$ cat config.mk
export PLATFORM = sky130hd
export DESIGN_NAME = efuse_seq
export DESIGN_NICKNAME = d
export VERILOG_FILES = /design/src/design/efuse_seq_pkg.sv /design/src/design/efuse_seq.sv
export VERILOG_INCLUDE_DIRS = /design/src /design/src/design
export SDC_FILE = /design/constraint.sdc
export NUM_CORES = 1
export LEC_CHECK = 0
export BUFFER_PORTS_ARGS = -buffer_cell sky130_fd_sc_hd__buf_2
export CAP_MARGIN = 20
export CORE_MARGIN = 2
export CORE_UTILIZATION = 50
export CTS_BUF_LIST = sky130_fd_sc_hd__clkbuf_2 sky130_fd_sc_hd__clkbuf_4 sky130_fd_sc_hd__clkbuf_8
export DETAILED_ROUTE_END_ITERATION = 10
export GPL_ROUTABILITY_DRIVEN = 1
export GPL_TIMING_DRIVEN = 0
export PLACE_DENSITY = 0.81
export SLEW_MARGIN = 0
export SYNTH_ARGS = -nofsm -noshare
export SYNTH_HDL_FRONTEND = slang
export SYNTH_SLANG_ARGS = --single-unit
$ cat constraint.sdc
create_clock -name CLOCK -period 4 [get_ports CLOCK]
set_input_delay 0.6 -clock CLOCK [delete_from_list [all_inputs] [get_ports CLOCK]]
set_output_delay 0.6 -clock CLOCK [all_outputs]
set_load 0.03 [all_outputs]
$ cat src/design/efuse_seq_defs.svh
// Constants for the electronic fuse start-up and protection sequencer.
// Assumes a 125 MHz core clock; analog comparators live outside this block.
//
// Notes on behaviour
// - Switch stays off until bias and input clear undervoltage, then insertion delay runs.
// - Switch held off for the whole insertion delay whatever the enable pin says.
// - Insertion delay length comes from a programmable setting loaded from memory.
// - After the delay, conduct only when enable pin and switch enable are both high.
// - Either enable input low turns the switch off.
// - Enable pin decodes as on, standby with state kept, or shutdown.
// - Standby longer than discharge arm time starts output discharge.
// - Enable below shutdown threshold resets faults, flags and written configuration.
// - Lockout uses fixed bias threshold and a programmable input threshold.
// - Input undervoltage limit writable at run time.
// - Input above overvoltage limit turns switch off promptly.
// - Overvoltage limit defaults internally, replaceable from memory or by writes.
// - After overvoltage clears, switch restarts through the slew-controlled path.
// - Turn-on slew scaling chosen from a configuration field.
// - Steady-state breaker with adjustable threshold and programmable blanking timer.
// - Fast trip on programmable threshold always, fixed threshold in steady state.
// - Thermal shutdown turns the switch off.
// - Thresholds and timers load at power-up without host help.
// - Start-up timeout sets status bit 6, drives fault low, latches or retries.
// - Overcurrent ending before blanking expires restores the timer.
// - Overcurrent lasting to blanking expiry trips; then latch or retry.
`ifndef EFUSE_SEQ_DEFS_SVH
`define EFUSE_SEQ_DEFS_SVH

`define CLK_MHZ              125
`define INSERTION_DELAY_SETTING_DEFAULT      8'h07
`define INS_STEP_US          80000
`define DISCHARGE_ARM_NS     4380000
`define STARTUP_TIMEOUT_US   232000
`define OVERCURRENT_BLANKING_TIMER_DEFAULT     8'h14
`define OC_STEP_NS           107000
`define RETRY_STEP_MS        55
`define SLEW_SCALE_DEFAULT   2'h2
`define STATUS_STARTUP_BIT   6
`define STATUS_OV_BIT        0
`define UV_LIMIT_DEFAULT     8'h20
`define OV_LIMIT_DEFAULT     8'hc0

`endif

$ cat src/design/efuse_seq_pkg.sv
// Types shared by the sequencer.
// Assumes no other package state.
package efuse_seq_pkg;
	typedef enum logic [2:0] {
		ST_LOCKOUT  = 3'b000,
		ST_INSDLY   = 3'b001,
		ST_WAIT_EN  = 3'b010,
		ST_STARTUP  = 3'b011,
		ST_ON       = 3'b100,
		ST_FAULT    = 3'b101
	} seq_state_t;
endpackage

$ cat src/design/efuse_seq.sv
// Start-up sequencing and protection control for an electronic fuse switch.
// Assumes comparator results arrive asynchronously and thresholds feed analog DACs.
`include "efuse_seq_defs.svh"
`timescale 1ns/1ps
`default_nettype none

module efuse_seq #(
	parameter int INS_STEP_CYC     = `INS_STEP_US * `CLK_MHZ,
	parameter int ARM_CYC          = (`DISCHARGE_ARM_NS * `CLK_MHZ + 999) / 1000,
	parameter int SU_TIMEOUT_CYC   = `STARTUP_TIMEOUT_US * `CLK_MHZ,
	parameter int OC_STEP_CYC      = (`OC_STEP_NS * `CLK_MHZ + 999) / 1000,
	parameter int RETRY_STEP_CYC   = `RETRY_STEP_MS * 1000 * `CLK_MHZ
) (
	input  wire logic        CLOCK,
	input  wire logic        RESET_N,
	input  wire logic        BIAS_ABOVE_UVP,
	input  wire logic        ENABLE_ABOVE_ON,
	input  wire logic        ENABLE_ABOVE_SHUTDOWN,
	input  wire logic        SWITCH_ENABLE,
	input  wire logic        INPUT_BELOW_UV,
	input  wire logic        INPUT_ABOVE_OV,
	input  wire logic        CURRENT_ABOVE_BREAKER,
	input  wire logic        CURRENT_ABOVE_PROG_TRIP,
	input  wire logic        CURRENT_ABOVE_FIXED_TRIP,
	input  wire logic        THERMAL_SHUTDOWN,
	input  wire logic        SWITCH_FULLY_ON,
	input  wire logic        NVM_VALID,
	input  wire logic [7:0]  NVM_INSERTION_DELAY,
	input  wire logic [7:0]  NVM_UV_LIMIT,
	input  wire logic [7:0]  NVM_OV_LIMIT,
	input  wire logic [7:0]  NVM_BLANKING,
	input  wire logic [1:0]  NVM_SLEW_SCALE,
	input  wire logic        NVM_AUTO_RETRY,
	input  wire logic        WRITE_UV_LIMIT,
	input  wire logic        WRITE_OV_LIMIT,
	input  wire logic        WRITE_SLEW_SCALE,
	input  wire logic        WRITE_BLANKING,
	input  wire logic [7:0]  WRITE_DATA,
	output logic             SWITCH_ON,
	output logic             SLEW_CONTROLLED,
	output logic [1:0]       SLEW_SCALE,
	output logic [7:0]       INPUT_UNDERVOLTAGE_LIMIT,
	output logic [7:0]       INPUT_OVERVOLTAGE_LIMIT,
	output logic             OUTPUT_DISCHARGE,
	output logic             FAULT_OUTPUT_N,
	output logic [7:0]       VENDOR_STATUS,
	output logic [2:0]       SEQ_STATE
);
	import efuse_seq_pkg::*;

	localparam int NSYNC = 11;

	// Two-stage synchronisers; the first stage feeds only the second
	logic [NSYNC-1:0] async_in;
	logic [NSYNC-1:0] meta_r;
	logic [NSYNC-1:0] sync_r;
	assign async_in = {BIAS_ABOVE_UVP, ENABLE_ABOVE_ON, ENABLE_ABOVE_SHUTDOWN, SWITCH_ENABLE,
		INPUT_BELOW_UV, INPUT_ABOVE_OV, CURRENT_ABOVE_BREAKER, CURRENT_ABOVE_PROG_TRIP,
		CURRENT_ABOVE_FIXED_TRIP, THERMAL_SHUTDOWN, SWITCH_FULLY_ON};
	genvar gi;
	generate
		for (gi = 0; gi < NSYNC; gi++) begin : g_sync
			always_ff @(posedge CLOCK or negedge RESET_N) begin
				if (!RESET_N) begin
					meta_r[gi] <= 1'b0;
					sync_r[gi] <= 1'b0;
				end else begin
					meta_r[gi] <= async_in[gi];
					sync_r[gi] <= meta_r[gi];
				end
			end
		end
	endgenerate

	logic bias_ok, en_on, en_alive, switch_enable, in_uv, in_ov, oc, trip_prog, trip_fixed, hot, fully_on;
	assign {bias_ok, en_on, en_alive, switch_enable, in_uv, in_ov, oc, trip_prog, trip_fixed, hot, fully_on} = sync_r;

	// Configuration: loaded from memory image; limits, slew and blanking overwritten by host writes
	logic [7:0] insertion_delay_setting_r, insertion_delay_setting_nxt, uv_r, uv_nxt, ov_r, ov_nxt, blank_r, blank_nxt;
	logic [1:0] slew_r, slew_nxt;
	logic       retry_r, retry_nxt, loaded_r, loaded_nxt;
	logic       shutdown;
	assign shutdown = !en_alive;

	always_comb begin
		insertion_delay_setting_nxt = insertion_delay_setting_r;
		uv_nxt      = uv_r;
		ov_nxt      = ov_r;
		blank_nxt   = blank_r;
		slew_nxt    = slew_r;
		retry_nxt   = retry_r;
		loaded_nxt  = loaded_r;
		if (shutdown) begin
			// Full shutdown drops every written value back to defaults
			insertion_delay_setting_nxt = `INSERTION_DELAY_SETTING_DEFAULT;
			uv_nxt      = `UV_LIMIT_DEFAULT;
			ov_nxt      = `OV_LIMIT_DEFAULT;
			blank_nxt   = `OVERCURRENT_BLANKING_TIMER_DEFAULT;
			slew_nxt    = `SLEW_SCALE_DEFAULT;
			retry_nxt   = 1'b0;
			loaded_nxt  = 1'b0;
		end else if (!loaded_r && NVM_VALID) begin
			// One-shot load so the part can start without a host
			insertion_delay_setting_nxt = NVM_INSERTION_DELAY;
			uv_nxt      = NVM_UV_LIMIT;
			ov_nxt      = NVM_OV_LIMIT;
			blank_nxt   = NVM_BLANKING;
			slew_nxt    = NVM_SLEW_SCALE;
			retry_nxt   = NVM_AUTO_RETRY;
			loaded_nxt  = 1'b1;
		end else begin
			if (WRITE_UV_LIMIT)
				uv_nxt = WRITE_DATA;
			if (WRITE_OV_LIMIT)
				ov_nxt = WRITE_DATA;
			if (WRITE_SLEW_SCALE)
				slew_nxt = WRITE_DATA[1:0];
			if (WRITE_BLANKING)
				blank_nxt = WRITE_DATA;
		end
	end

	always_ff @(posedge CLOCK or negedge RESET_N) begin
		if (!RESET_N) begin
			insertion_delay_setting_r <= `INSERTION_DELAY_SETTING_DEFAULT;
			uv_r      <= `UV_LIMIT_DEFAULT;
			ov_r      <= `OV_LIMIT_DEFAULT;
			blank_r   <= `OVERCURRENT_BLANKING_TIMER_DEFAULT;
			slew_r    <= `SLEW_SCALE_DEFAULT;
			retry_r   <= 1'b0;
			loaded_r  <= 1'b0;
		end else begin
			insertion_delay_setting_r <= insertion_delay_setting_nxt;
			uv_r      <= uv_nxt;
			ov_r      <= ov_nxt;
			blank_r   <= blank_nxt;
			slew_r    <= slew_nxt;
			retry_r   <= retry_nxt;
			loaded_r  <= loaded_nxt;
		end
	end

	// Sequencer: prescaled tick counter plus unit counter shared by delays
	seq_state_t state_r, state_nxt;
	logic [31:0] tick_r, tick_nxt;
	logic [15:0] units_r, units_nxt;
	logic [31:0] su_r, su_nxt;
	logic [31:0] arm_r, arm_nxt;
	logic        dis_r, dis_nxt, flt_n_r, flt_n_nxt, su_fault_r, su_fault_nxt, ovp_r, ovp_nxt;
	logic        enables_ok, hard_fault, tick;
	logic [15:0] dly_units;
	logic [31:0] oc_pre_r, oc_pre_nxt;
	logic [7:0]  status_v;

	assign enables_ok = en_on && switch_enable;
	// Programmable trip works always; the fixed trip only once steady
	assign hard_fault = hot || trip_prog || (trip_fixed && state_r == ST_ON);
	assign tick       = (tick_r == 32'd0);
	assign dly_units  = {8'h00, insertion_delay_setting_r} + 16'd1;

	always_comb begin
		state_nxt    = state_r;
		tick_nxt     = tick ? 32'(INS_STEP_CYC - 1) : tick_r - 32'd1;
		units_nxt    = units_r;
		su_nxt       = su_r;
		arm_nxt      = arm_r;
		dis_nxt      = dis_r;
		flt_n_nxt    = flt_n_r;
		su_fault_nxt = su_fault_r;
		ovp_nxt      = in_ov;
		// Breaker prescaler reloads outside an overload so each event starts on a full step
		oc_pre_nxt   = 32'(OC_STEP_CYC - 1);
		// Standby band timer for the output discharge
		if (!en_on && en_alive) begin
			if (arm_r >= 32'(ARM_CYC - 1))
				dis_nxt = 1'b1;
			else
				arm_nxt = arm_r + 32'd1;
		end else begin
			arm_nxt = 32'd0;
			dis_nxt = 1'b0;
		end
		unique case (state_r)
			ST_LOCKOUT: begin
				units_nxt = 16'd0;
				tick_nxt  = 32'(INS_STEP_CYC - 1);
				if (bias_ok && !in_uv)
					state_nxt = ST_INSDLY;
			end
			ST_INSDLY: begin
				// Enable pin deliberately ignored here
				if (!bias_ok || in_uv)
					state_nxt = ST_LOCKOUT;
				else if (tick) begin
					if (units_r + 16'd1 >= dly_units)
						state_nxt = ST_WAIT_EN;
					else
						units_nxt = units_r + 16'd1;
				end
			end
			ST_WAIT_EN: begin
				su_nxt = 32'd0;
				if (!bias_ok || in_uv)
					state_nxt = ST_LOCKOUT;
				else if (enables_ok && !in_ov && !hard_fault)
					state_nxt = ST_STARTUP;
			end
			ST_STARTUP: begin
				su_nxt = su_r + 32'd1;
				if (!enables_ok || in_ov || hard_fault || !bias_ok || in_uv)
					state_nxt = ST_WAIT_EN;
				else if (fully_on)
					state_nxt = ST_ON;
				else if (su_r >= 32'(SU_TIMEOUT_CYC - 1)) begin
					su_fault_nxt = 1'b1;
					flt_n_nxt    = 1'b0;
					units_nxt    = 16'd0;
					state_nxt    = ST_FAULT;
				end
			end
			ST_ON: begin
				// Breaker: blanking restarts each time the overload clears
				// Own prescaler so the blanking step does not depend on the insertion delay step
				if (!oc)
					units_nxt = 16'd0;
				else if (oc_pre_r == 32'd0)
					units_nxt = units_r + 16'd1;
				else
					oc_pre_nxt = oc_pre_r - 32'd1;
				if (!enables_ok || in_ov || !bias_ok || in_uv)
					state_nxt = ST_WAIT_EN;
				else if (hard_fault || (oc && units_r >= {8'h00, blank_r})) begin
					flt_n_nxt = 1'b0;
					units_nxt = 16'd0;
					state_nxt = ST_FAULT;
				end
			end
			ST_FAULT: begin
				// Latched off unless retry enabled; one retry step per prescale
				// Limitation: the retry interval resolves only to whole insertion delay steps
				if (retry_r && tick) begin
					units_nxt = units_r + 16'd1;
					if (units_r >= 16'(RETRY_STEP_CYC / INS_STEP_CYC)) begin
						flt_n_nxt = 1'b1;
						state_nxt = ST_WAIT_EN;
					end
				end
			end
			default: state_nxt = ST_LOCKOUT;
		endcase
		if (shutdown) begin
			state_nxt    = ST_LOCKOUT;
			flt_n_nxt    = 1'b1;
			su_fault_nxt = 1'b0;
			dis_nxt      = 1'b0;
			arm_nxt      = 32'd0;
		end
	end

	always_ff @(posedge CLOCK or negedge RESET_N) begin
		if (!RESET_N) begin
			state_r    <= ST_LOCKOUT;
			tick_r     <= 32'd0;
			units_r    <= 16'd0;
			su_r       <= 32'd0;
			arm_r      <= 32'd0;
			dis_r      <= 1'b0;
			flt_n_r    <= 1'b1;
			su_fault_r <= 1'b0;
			ovp_r      <= 1'b0;
			oc_pre_r   <= 32'd0;
		end else begin
			state_r    <= state_nxt;
			tick_r     <= tick_nxt;
			units_r    <= units_nxt;
			su_r       <= su_nxt;
			arm_r      <= arm_nxt;
			dis_r      <= dis_nxt;
			flt_n_r    <= flt_n_nxt;
			su_fault_r <= su_fault_nxt;
			ovp_r      <= ovp_nxt;
			oc_pre_r   <= oc_pre_nxt;
		end
	end

	// Switch gate is combinational so overvoltage and faults cut it at once
	assign SWITCH_ON = (state_r == ST_STARTUP || state_r == ST_ON) && enables_ok && !in_ov
		&& !hard_fault && !shutdown;
	assign SLEW_CONTROLLED          = (state_r == ST_STARTUP);
	assign SLEW_SCALE               = slew_r;
	assign INPUT_UNDERVOLTAGE_LIMIT = uv_r;
	assign INPUT_OVERVOLTAGE_LIMIT  = ov_r;
	assign OUTPUT_DISCHARGE         = dis_r;
	assign FAULT_OUTPUT_N           = flt_n_r;
	assign VENDOR_STATUS            = status_v;
	assign SEQ_STATE                = state_r;

	// Status byte: sticky start-up timeout and live overvoltage; unused bits read as zero
	always_comb begin
		status_v                      = 8'h00;
		status_v[`STATUS_STARTUP_BIT] = su_fault_r;
		status_v[`STATUS_OV_BIT]      = ovp_r;
	end
endmodule

`default_nettype wire

---- After elaboration in Yosys (flattened, before gate mapping) ----
Index checks and enable logic that the tools add are counted.
cells by class
  add/sub/neg operators ................... 6
  $lt $le $gt $ge ......................... 5
  equal/unequal tests ..................... 37
  multiplexer cells ....................... 71
  reductions and logical operators ........ 40
operator list
  operator                                                                 count
  32-bit 2-to-1 mux                                                        8
  16-bit 2-to-1 mux                                                        11
  8-bit 2-to-1 mux                                                         11
  16-bit case mux with 5 select lines                                      1
  32-bit by 1-bit adder with 32-bit output, second input constant          2
  32-bit logical NOT                                                       2
  32-bit case mux with 2 select lines                                      1
  32-bit by 1-bit subtractor with 32-bit output, second input constant     2
  3-bit 2-to-1 mux                                                         14
  32-bit by 20-bit >= comparator with 1-bit output, second input constant  1
  32-bit by 25-bit >= comparator with 1-bit output, second input constant  1
  3-bit != test, second input constant                                     8
  8-bit AND reduction                                                      3
  1-bit 2-to-1 mux                                                         20
  2-bit != test, second input constant                                     9
  3-bit by 2-bit != test with 1-bit output, second input constant          6
  3-bit case mux with 6 select lines                                       1
  16-bit by 1-bit adder with 16-bit output, second input constant          1
  16-bit by 1-bit >= comparator with 1-bit output, second input constant   1
  16-bit by 8-bit >= comparator with 1-bit output                          1
  16-bit by 9-bit >= comparator with 1-bit output                          1
  4-bit != test, second input constant                                     4
  1-bit logical AND                                                        13
  1-bit logical OR                                                         11
  14 further kinds                                                         26
word-level totals
  flip-flop bits (word level) ............. 209
  input port bits ......................... 61
  logic and storage cells ................. 198

---- Longest topological paths before layout ----
Gate-level depths: netlist (run 1).
  word-level depth ........................ 9
  gate-level depth with buffers ........... 14
  depth with buffers taken out ............ 12

---- Worst setup path after synthesis (run 1) ----
No wires, ideal clock.
  kind .................................... register to register
  from .................................... register units_r[0]
  to ...................................... register units_r[15]
  library setup time ...................... 121 ps
  arrival ................................. 3,103 ps
  setup slack ............................. 776 ps
  stages on the path, launching flop included .. 14
  period minus slack after synthesis ...... 3,224 ps
  cells stage by stage .................... dfrtp_1 > ha_1 > and4_1 > clkbuf_1 > and4_1 > xor2_1 > ha_1 > nor2b_1 > a2111o_1 > nor4_4 > o211ai_1 > buf_2 > a21o_1 > a22o_1
between the ends
  word-level cells in the longest chain between the ends .. 6
RTL lines
  element                                                                           RTL line          text
  start: declaration                                                                efuse_seq.sv:146  logic [15:0] units_r, units_nxt;
  start signal: assignment                                                          efuse_seq.sv:275  units_r <= units_nxt;
  branches (longest 6 deep; another with 16-bit by 1-bit adder with 16-bit output)  n/a
Parallel ways; which one is timed is not known. The select of a mux whose other input is x is not followed.
A chain may end at the register's enable or synchronous reset.

---- Worst setup path after layout (run 1) ----
  from .................................... register units_r[0]
  to ...................................... register units_r[5]
The elaborated chain is that of the path after synthesis.

==> results.toml, run 1 <==
[global_route]
grt_pass1_vias = 8354
grt_use_total = 0.2156
grt_start_max_net_pins = 105
grt_overflow_total = 0
antenna_found_initial = 0
grt_pass1_wl_um = 39990

[timing]
slew_viol_final = 0
min_period_ns = 3.636
max_slew_margin = 0.3332
rsz0062_at_grt = "no"
setup_viol = 0
finalSetupTns_ns = 0
fmax_ghz = 0.2750
finalHoldViolations = 0
clock_skew_ns = 0.01948
worst_pin_slew_ns = 0.9910
fin_crit_sh = 0.9090

[power_and_ir_drop]
clockPowerShare = 0.379
power.switching_mw = 1.512
powerDensity_nw_per_um2 = 412.1
total_power_mw = 5.095
ir_drop_mv = 0.4309
power.leakage_nw = 5.437
comb_power_share = 0.176
internal_power_mw = 3.583
sequentialPowerShare = 0.446
switching_share = 0.2968

[yosys]
synth_edf_count = 0
synth_cells = 1146
synth_area_leaders = "dfrtp_1, nor2_1, nand2_1"
async_flop_share = 1.000
syn_area_um2 = 10800
avgSynthCellArea_um2 = 9.428
synth_top_flop_cell = "dfrtp_1"
synth_cell_type_count = 71
synth.largest_area_cell = "dfrtp_1"
synth_seq_area_share = 0.4852
synthDominantCellAreaShare = 0.4609
synth-warning-count = 0
synth_seq_cells = 209

[routing]
first_pass_iters = 6
routedWlPerCell_um = 15.32
route.detailed.drc = 0
drtIter0Drc = 614
via_per_inst = 5.607
drtAntennaViolNets = 0
drt-total-wl_um = 24070
vias = 8808

[place]
dp_hpwl_um = 16650
placed_area_um2 = 11650
gp_congestion = 0.8970
numPortBuffers = 84

[clocking]
htreeDepth = 2
cts_root_buf = "clkbuf_8"
tritoncts = "yes"
cts.clk_slew.worst_paths_ns = 0.06
clock_sinks = 209
cts_made_buffers = 36
clkLatencyLatePin_ns = 0.51
clockBufferDepth = 3

[layout]
diodes = 0
final_cell_mix = "dfrtp_1, nor2_1, nand2_1"
layout.cells.most_common = "dfrtp_1"
final_nets = 1360
syn_to_final_growth_pct = 14.45
layout-drive-gt1-share = 0.1505
n_fill_cell = 1777
stdcell_area_um2 = 12370

[status]
status = "completed"

[setup_path]
critical_path_class = "reg -> reg"
start_kind = "flip-flop"
critPathMaxFanout = 10
cp.required_ns = 4.39
endpoint = "units_r[5]"
r2r_cells = 12
reg2reg_to = "units_r[5]"
cp-startpoint = "units_r[0]"
crit_arrival_ns = 4.02
reg2reg_from = "units_r[0]"
r2r_slack_ns = 0.36
end_kind = "flip-flop"

[min_path]
worstHoldStart = "ENABLE_ABOVE_ON"
hp-class = "in -> reg"
hold_path_depth = 1

[die]
dieArea_um2 = 22800
ios = 94
core_um2 = 21090
rows = 53
die_height_um = 151.0
start_util = 0.5123
dieWidth_um = 151.0

[run]
drv_cap = 0
[worst min-delay path by stage]
stage / endpoint
2_1_floorplan: INPUT_OVERVOLTAGE_LIMIT[0]
5_1_grt: meta_r[4]
3_3_place_gp: en_on
3_5_place_dp: hot
6_report: meta_r[9]
4_1_cts: meta_r[9]
[cell families (layout without fill, tap and decap cells)]
| logic type | count (synthesis) | count (layout) | synth area share |
|---|---|---|---|
| XOR/XNOR | 80 | 80 | 0.06485 |
| other | 1 | 6 | 0.0003471 |
| AND/OR/NAND/NOR | 515 | 515 | 0.2386 |
| adder cells (fa/ha/maj) | 25 | 25 | 0.02872 |
| flip-flops | 209 | 209 | 0.4852 |
| buffers and inverters | 89 | 234 | 0.03544 |
| AO/OA/AOI/OAI | 195 | 195 | 0.1171 |
| multiplexers | 32 | 32 | 0.02976 |
[critical path, stage by stage, from the launching register on]
cell,delay [ns]
dfrtp_1,0.47
ha_1,0.32
and4_1,0.43
and4_1,0.30
xor2_1,0.17
ha_1,0.26
o2111ai_1,0.10
a31oi_1,0.07
a2111o_1,0.44
nor4_4,0.26
o21ai_2,0.18
nand2b_1,0.24
o41ai_1,0.29
[layer usage]
layer  global-route usage  routed length [um]  vias up
met5                    0                   0        -
met3              0.03825                1095       49
li1                     -                   -     4276
met1               0.2879               10810     4261
met4              0.07243                 601        0
met2               0.3570               11560      222
[layout make-up]
class	count	area [um^2]	area share
plain buffers	58	266.5	0.02155
clock buffers	57	696.9	0.05636
clock inverters	2	10.01	0.0008095
inverters	30	112.6	0.009107
multi-input cells	853	5197	0.4203
flip-flops and latches	209	5243	0.4240
well taps	275	344.1	0.02783
repair buffers	87	495.5	0.04007
[registers in the layout, indices dropped and copies added, names as in the netlist, 2 cells and up]
name and cells:
SLEW_SCALE 2, SEQ_STATE 3, INPUT_UNDERVOLTAGE_LIMIT 8, su_r 32
tick_r 32, insertion_delay_setting_r 8, INPUT_OVERVOLTAGE_LIMIT 8, blank_r 8
oc_pre_r 32, meta_r 11, arm_r 32, units_r 16
[power groups by stage]
stage	Clock [mW]	Combinational [mW]	Sequential, mW
floorplan	0	0.545	2.33
global placement	0	0.858	2.30
detailed placement	0	0.885	2.30
CTS	1.98	0.890	2.27
global route	2.09	0.990	2.28
finish	1.93	0.894	2.27
[metrics by stage]
step | worst slack, ns | util | cells | hold WS [ns]
final | 0.3638 | 0.5864 | 1571 | 0.1949
after global routing | 0.08569 | 0.5864 | 1571 | 0.1673
after CTS | 0.2687 | 0.5866 | 1572 | 0.1639
after detailed placement | 0.3103 | 0.5526 | 1512 | 0.3347
after global placement | -1.232 | 0.5495 | 1510 | 0.3329
after floorplan | 0.7764 | - | 1151 | 0.3044
[synth_stat cells, types with 3 or more instances]
cell and n:
nor3_1 38, or3b_2 3, nand4_1 21, a22o_1 12
or3_1 24, o21a_1 4, a31oi_1 5, a21o_1 4
o21ai_0 62, nand3_1 40, nand2_1 133, or4_1 9
nor4_1 24, a21oi_1 47, xnor2_1 48, nand2b_1 12
buf_2 3, dfrtp_1 199, mux2i_1 31, a211oi_1 22
xor2_1 32, clkbuf_1 43, dfstp_2 10, nor2_1 142
and4_1 7, ha_1 24, o41ai_1 3, inv_1 29
nor2b_1 7, and3_1 10, or2_2 4, o211ai_1 11
and2_1 21, o31ai_1 3, buf_4 12
[what timing repair did]
item | CTS | global route
endpoints found under the setup margin | 0 | 3
hold buffers | 1 | 0
buffers inserted | 0 | 0
resized for setup | 0 | 0
hold endpoints to repair | 26 | 0
Power figures use the tool's default switching activity.
==> run 2, diff against run 1 <==
--- a/config.mk
+++ b/config.mk
@@ -16,3 +16,3 @@
 export GPL_TIMING_DRIVEN = 0
-export PLACE_DENSITY = 0.81
+export PLACE_DENSITY = 0.83
 export SLEW_MARGIN = 0
==> constraint.sdc (replaced) <==
create_clock -name CLOCK -period 2.9 [get_ports CLOCK]
set_input_delay 0.435 -clock CLOCK [delete_from_list [all_inputs] [get_ports CLOCK]]
set_output_delay 0.435 -clock CLOCK [all_outputs]
set_load 0.01 [all_outputs]
==> run 2 against run 1 <==
  * The flow now finishes with violations (negative setup slack)
  * Fmax rose by 14%
  * Sequential share of layout area shrank 2.1 points
  * Die area unchanged
  * Register-to-register slack got worse by 0.64 ns
  * Cell count increased by 2.7%
  * Sequential cell count unchanged
  * Global-route usage rose by 1.8 points
  * Critical endpoint is now units_r[4]
  * Cell area up 5.3%
  * Hold slack lost 0.17 ns
==> results.toml, run 2 (same netlist as run 1, synthesis figures left out) <==
[setup_path]
crit_top_cell = "buf_4"
cpPeakStageDelay_ns = 0.63
reg2reg_to = "units_r[4]"
r2r_cells = 10
cp.required_ns = 3.32
end_kind = "flip-flop"
slowest_stage = "dfrtp_1"
worstPathCellList = "and4_1, buf_4, nor4b_4, nand3_2, a2111o_1, nor4_4, buf_4, o21ai_4, nand2b_4, o31ai_2"
reg2reg_from = "units_r[5]"
start_kind = "flip-flop"
critPathMaxFanout = 8
critical_path_class = "reg -> reg"
crit_arrival_ns = 3.60
r2r_slack_ns = -0.28

[clocking]
tritoncts = "yes"
clock_sinks = 209
cts_made_buffers = 37
cts.clk_slew.worst_paths_ns = 0.06
htreeDepth = 2
clockBufferDepth = 3
cts_root_buf = "clkbuf_8"
clkLatencyLatePin_ns = 0.54

[place]
placed_area_um2 = 11640
numPortBuffers = 84
pre_cts_slack_ns = -0.4513
dp_hpwl_um = 17260
gp_congestion = 0.9127

[global_route]
grt_pass1_wl_um = 42990
grt_pass1_vias = 8990
grt_overflow_total = 0
grt_start_max_net_pins = 116
grt_use_total = 0.2334
antenna_found_initial = 0

[power_and_ir_drop]
power.leakage_nw = 5.733
internal_power_mw = 5.246
ir_drop_mv = 0.3780
sequentialPowerShare = 0.420
power.switching_mw = 2.227
comb_power_share = 0.204
switching_share = 0.2981
clockPowerShare = 0.376
powerDensity_nw_per_um2 = 574.2
total_power_mw = 7.473

[timing]
fin_crit_sh = 1.097
rsz0062_at_grt = "yes"
worst_pin_slew_ns = 0.7362
fmax_ghz = 0.3145
max_slew_margin = 0.5092
hold_ws_ns = 0.02619
slew_viol_final = 0
finalSetupTns_ns = -4.205
setup_viol = 18
clock_skew_ns = 0.03479
min_period_ns = 3.180
finalHoldViolations = 0
worst_slack_ns = -0.2799

[layout]
stdcell_area_um2 = 13020
diodes = 0
final_nets = 1398
layout.cells.most_common = "dfrtp_1"
final_cell_mix = "dfrtp_1, nor2_1, nand2_1"
layout-drive-gt1-share = 0.2024
syn_to_final_growth_pct = 20.46

[min_path]
worstHoldStart = "ENABLE_ABOVE_SHUTDOWN"
hold_path_depth = 1
hp-class = "in -> reg"
whs_endpoint = "meta_r[8]"

[routing]
routedWlPerCell_um = 16.61
via_per_inst = 5.770
drtIter0Drc = 623
first_pass_iters = 6
vias = 9312
drt-total-wl_um = 26810
route.detailed.drc = 0
drtAntennaViolNets = 0

[die]
dieWidth_um = 151.0
core_um2 = 21090
ios = 94
start_util = 0.5123
dieArea_um2 = 22800
die_height_um = 151.0
rows = 53

[status]
violations = "negative setup slack"
status = "finished with violations"

[run]
drv_cap = 0
run 2: cell count changes in the layout (fill, tap and decap cells not counted), sizes merged:
cell | previous run | this run
buf | 102 | 132
clkbuf | 99 | 100
clkinvlp | 0 | 1
dlygate4sd3 | 1 | 10
inv | 29 | 30
o21ai | 63 | 64
run 2: routing by layer:
| layer | global-route usage | share of wire | vias up |
|---|---|---|---|
| met5 | 0 | 0 | - |
| met4 | 0.1070 | 0.041 | 0 |
| met3 | 0.04398 | 0.067 | 91 |
| met2 | 0.3718 | 0.48 | 367 |
| met1 | 0.3113 | 0.41 | 4494 |
| li1 | - | - | 4360 |
run 2: power groups by stage:
| stage | clock network [mW] | logic, mW | registers [mW] |
|---|---|---|---|
| after floorplan | 0 | 0.754 | 3.18 |
| after global placement | 0 | 1.13 | 3.18 |
| after detailed placement | 0 | 1.17 | 3.19 |
| after CTS | 2.87 | 1.40 | 3.13 |
| after global routing | 3.00 | 1.66 | 3.15 |
| final | 2.81 | 1.52 | 3.14 |
run 2: what timing repair did:
item	in CTS	in global routing
endpoints found under the hold margin	102	0
buffers inserted	16	13
endpoints found under the setup margin	29	46
gates cloned	2	0
resized for setup	41	22
pin swaps	13	5
hold buffers	10	0
run 2: critical path: cells and delay by family, from the launching register on:
| kind | cells | cell delay (ns) |
|---|---|---|
| simple gates | 5 | 1.27 |
| compound gates | 3 | 0.81 |
| flops | 1 | 0.63 |
| buf+inv | 2 | 0.34 |
run 2: final cells by class:
cell class                      count  area [um^2]
Clock buffer                       61        739.5
Fill cell                        1683         8073
Multi-Input combinational cell    854         5479
Inverter                           30        112.6
Tap cell                          275        344.1
Sequential cell                   209         5246
Buffer                             56        272.8
Timing Repair Buffer              125        794.5
Clock inverter                      4        26.28
run 2: how the worst max path moves through the flow:
stage | endpoint | start | slack (ns)
after floorplan | units_r[15] | units_r[1] | -0.04
after global placement | units_r[0] | RESET_N | -2.51
after detailed placement | units_r[15] | units_r[1] | -0.45
after CTS | units_r[7] | insertion_delay_setting_r[0] | -0.24
after global routing | units_r[5] | insertion_delay_setting_r[0] | -0.37
final | units_r[4] | units_r[5] | -0.28
run 2: metrics by stage:
step                  util  cells
global placement    0.5504   1510
global route        0.6172   1614
finish              0.6172   1614
detailed placement  0.5522   1511
CTS                 0.6077   1603
floorplan                -   1151
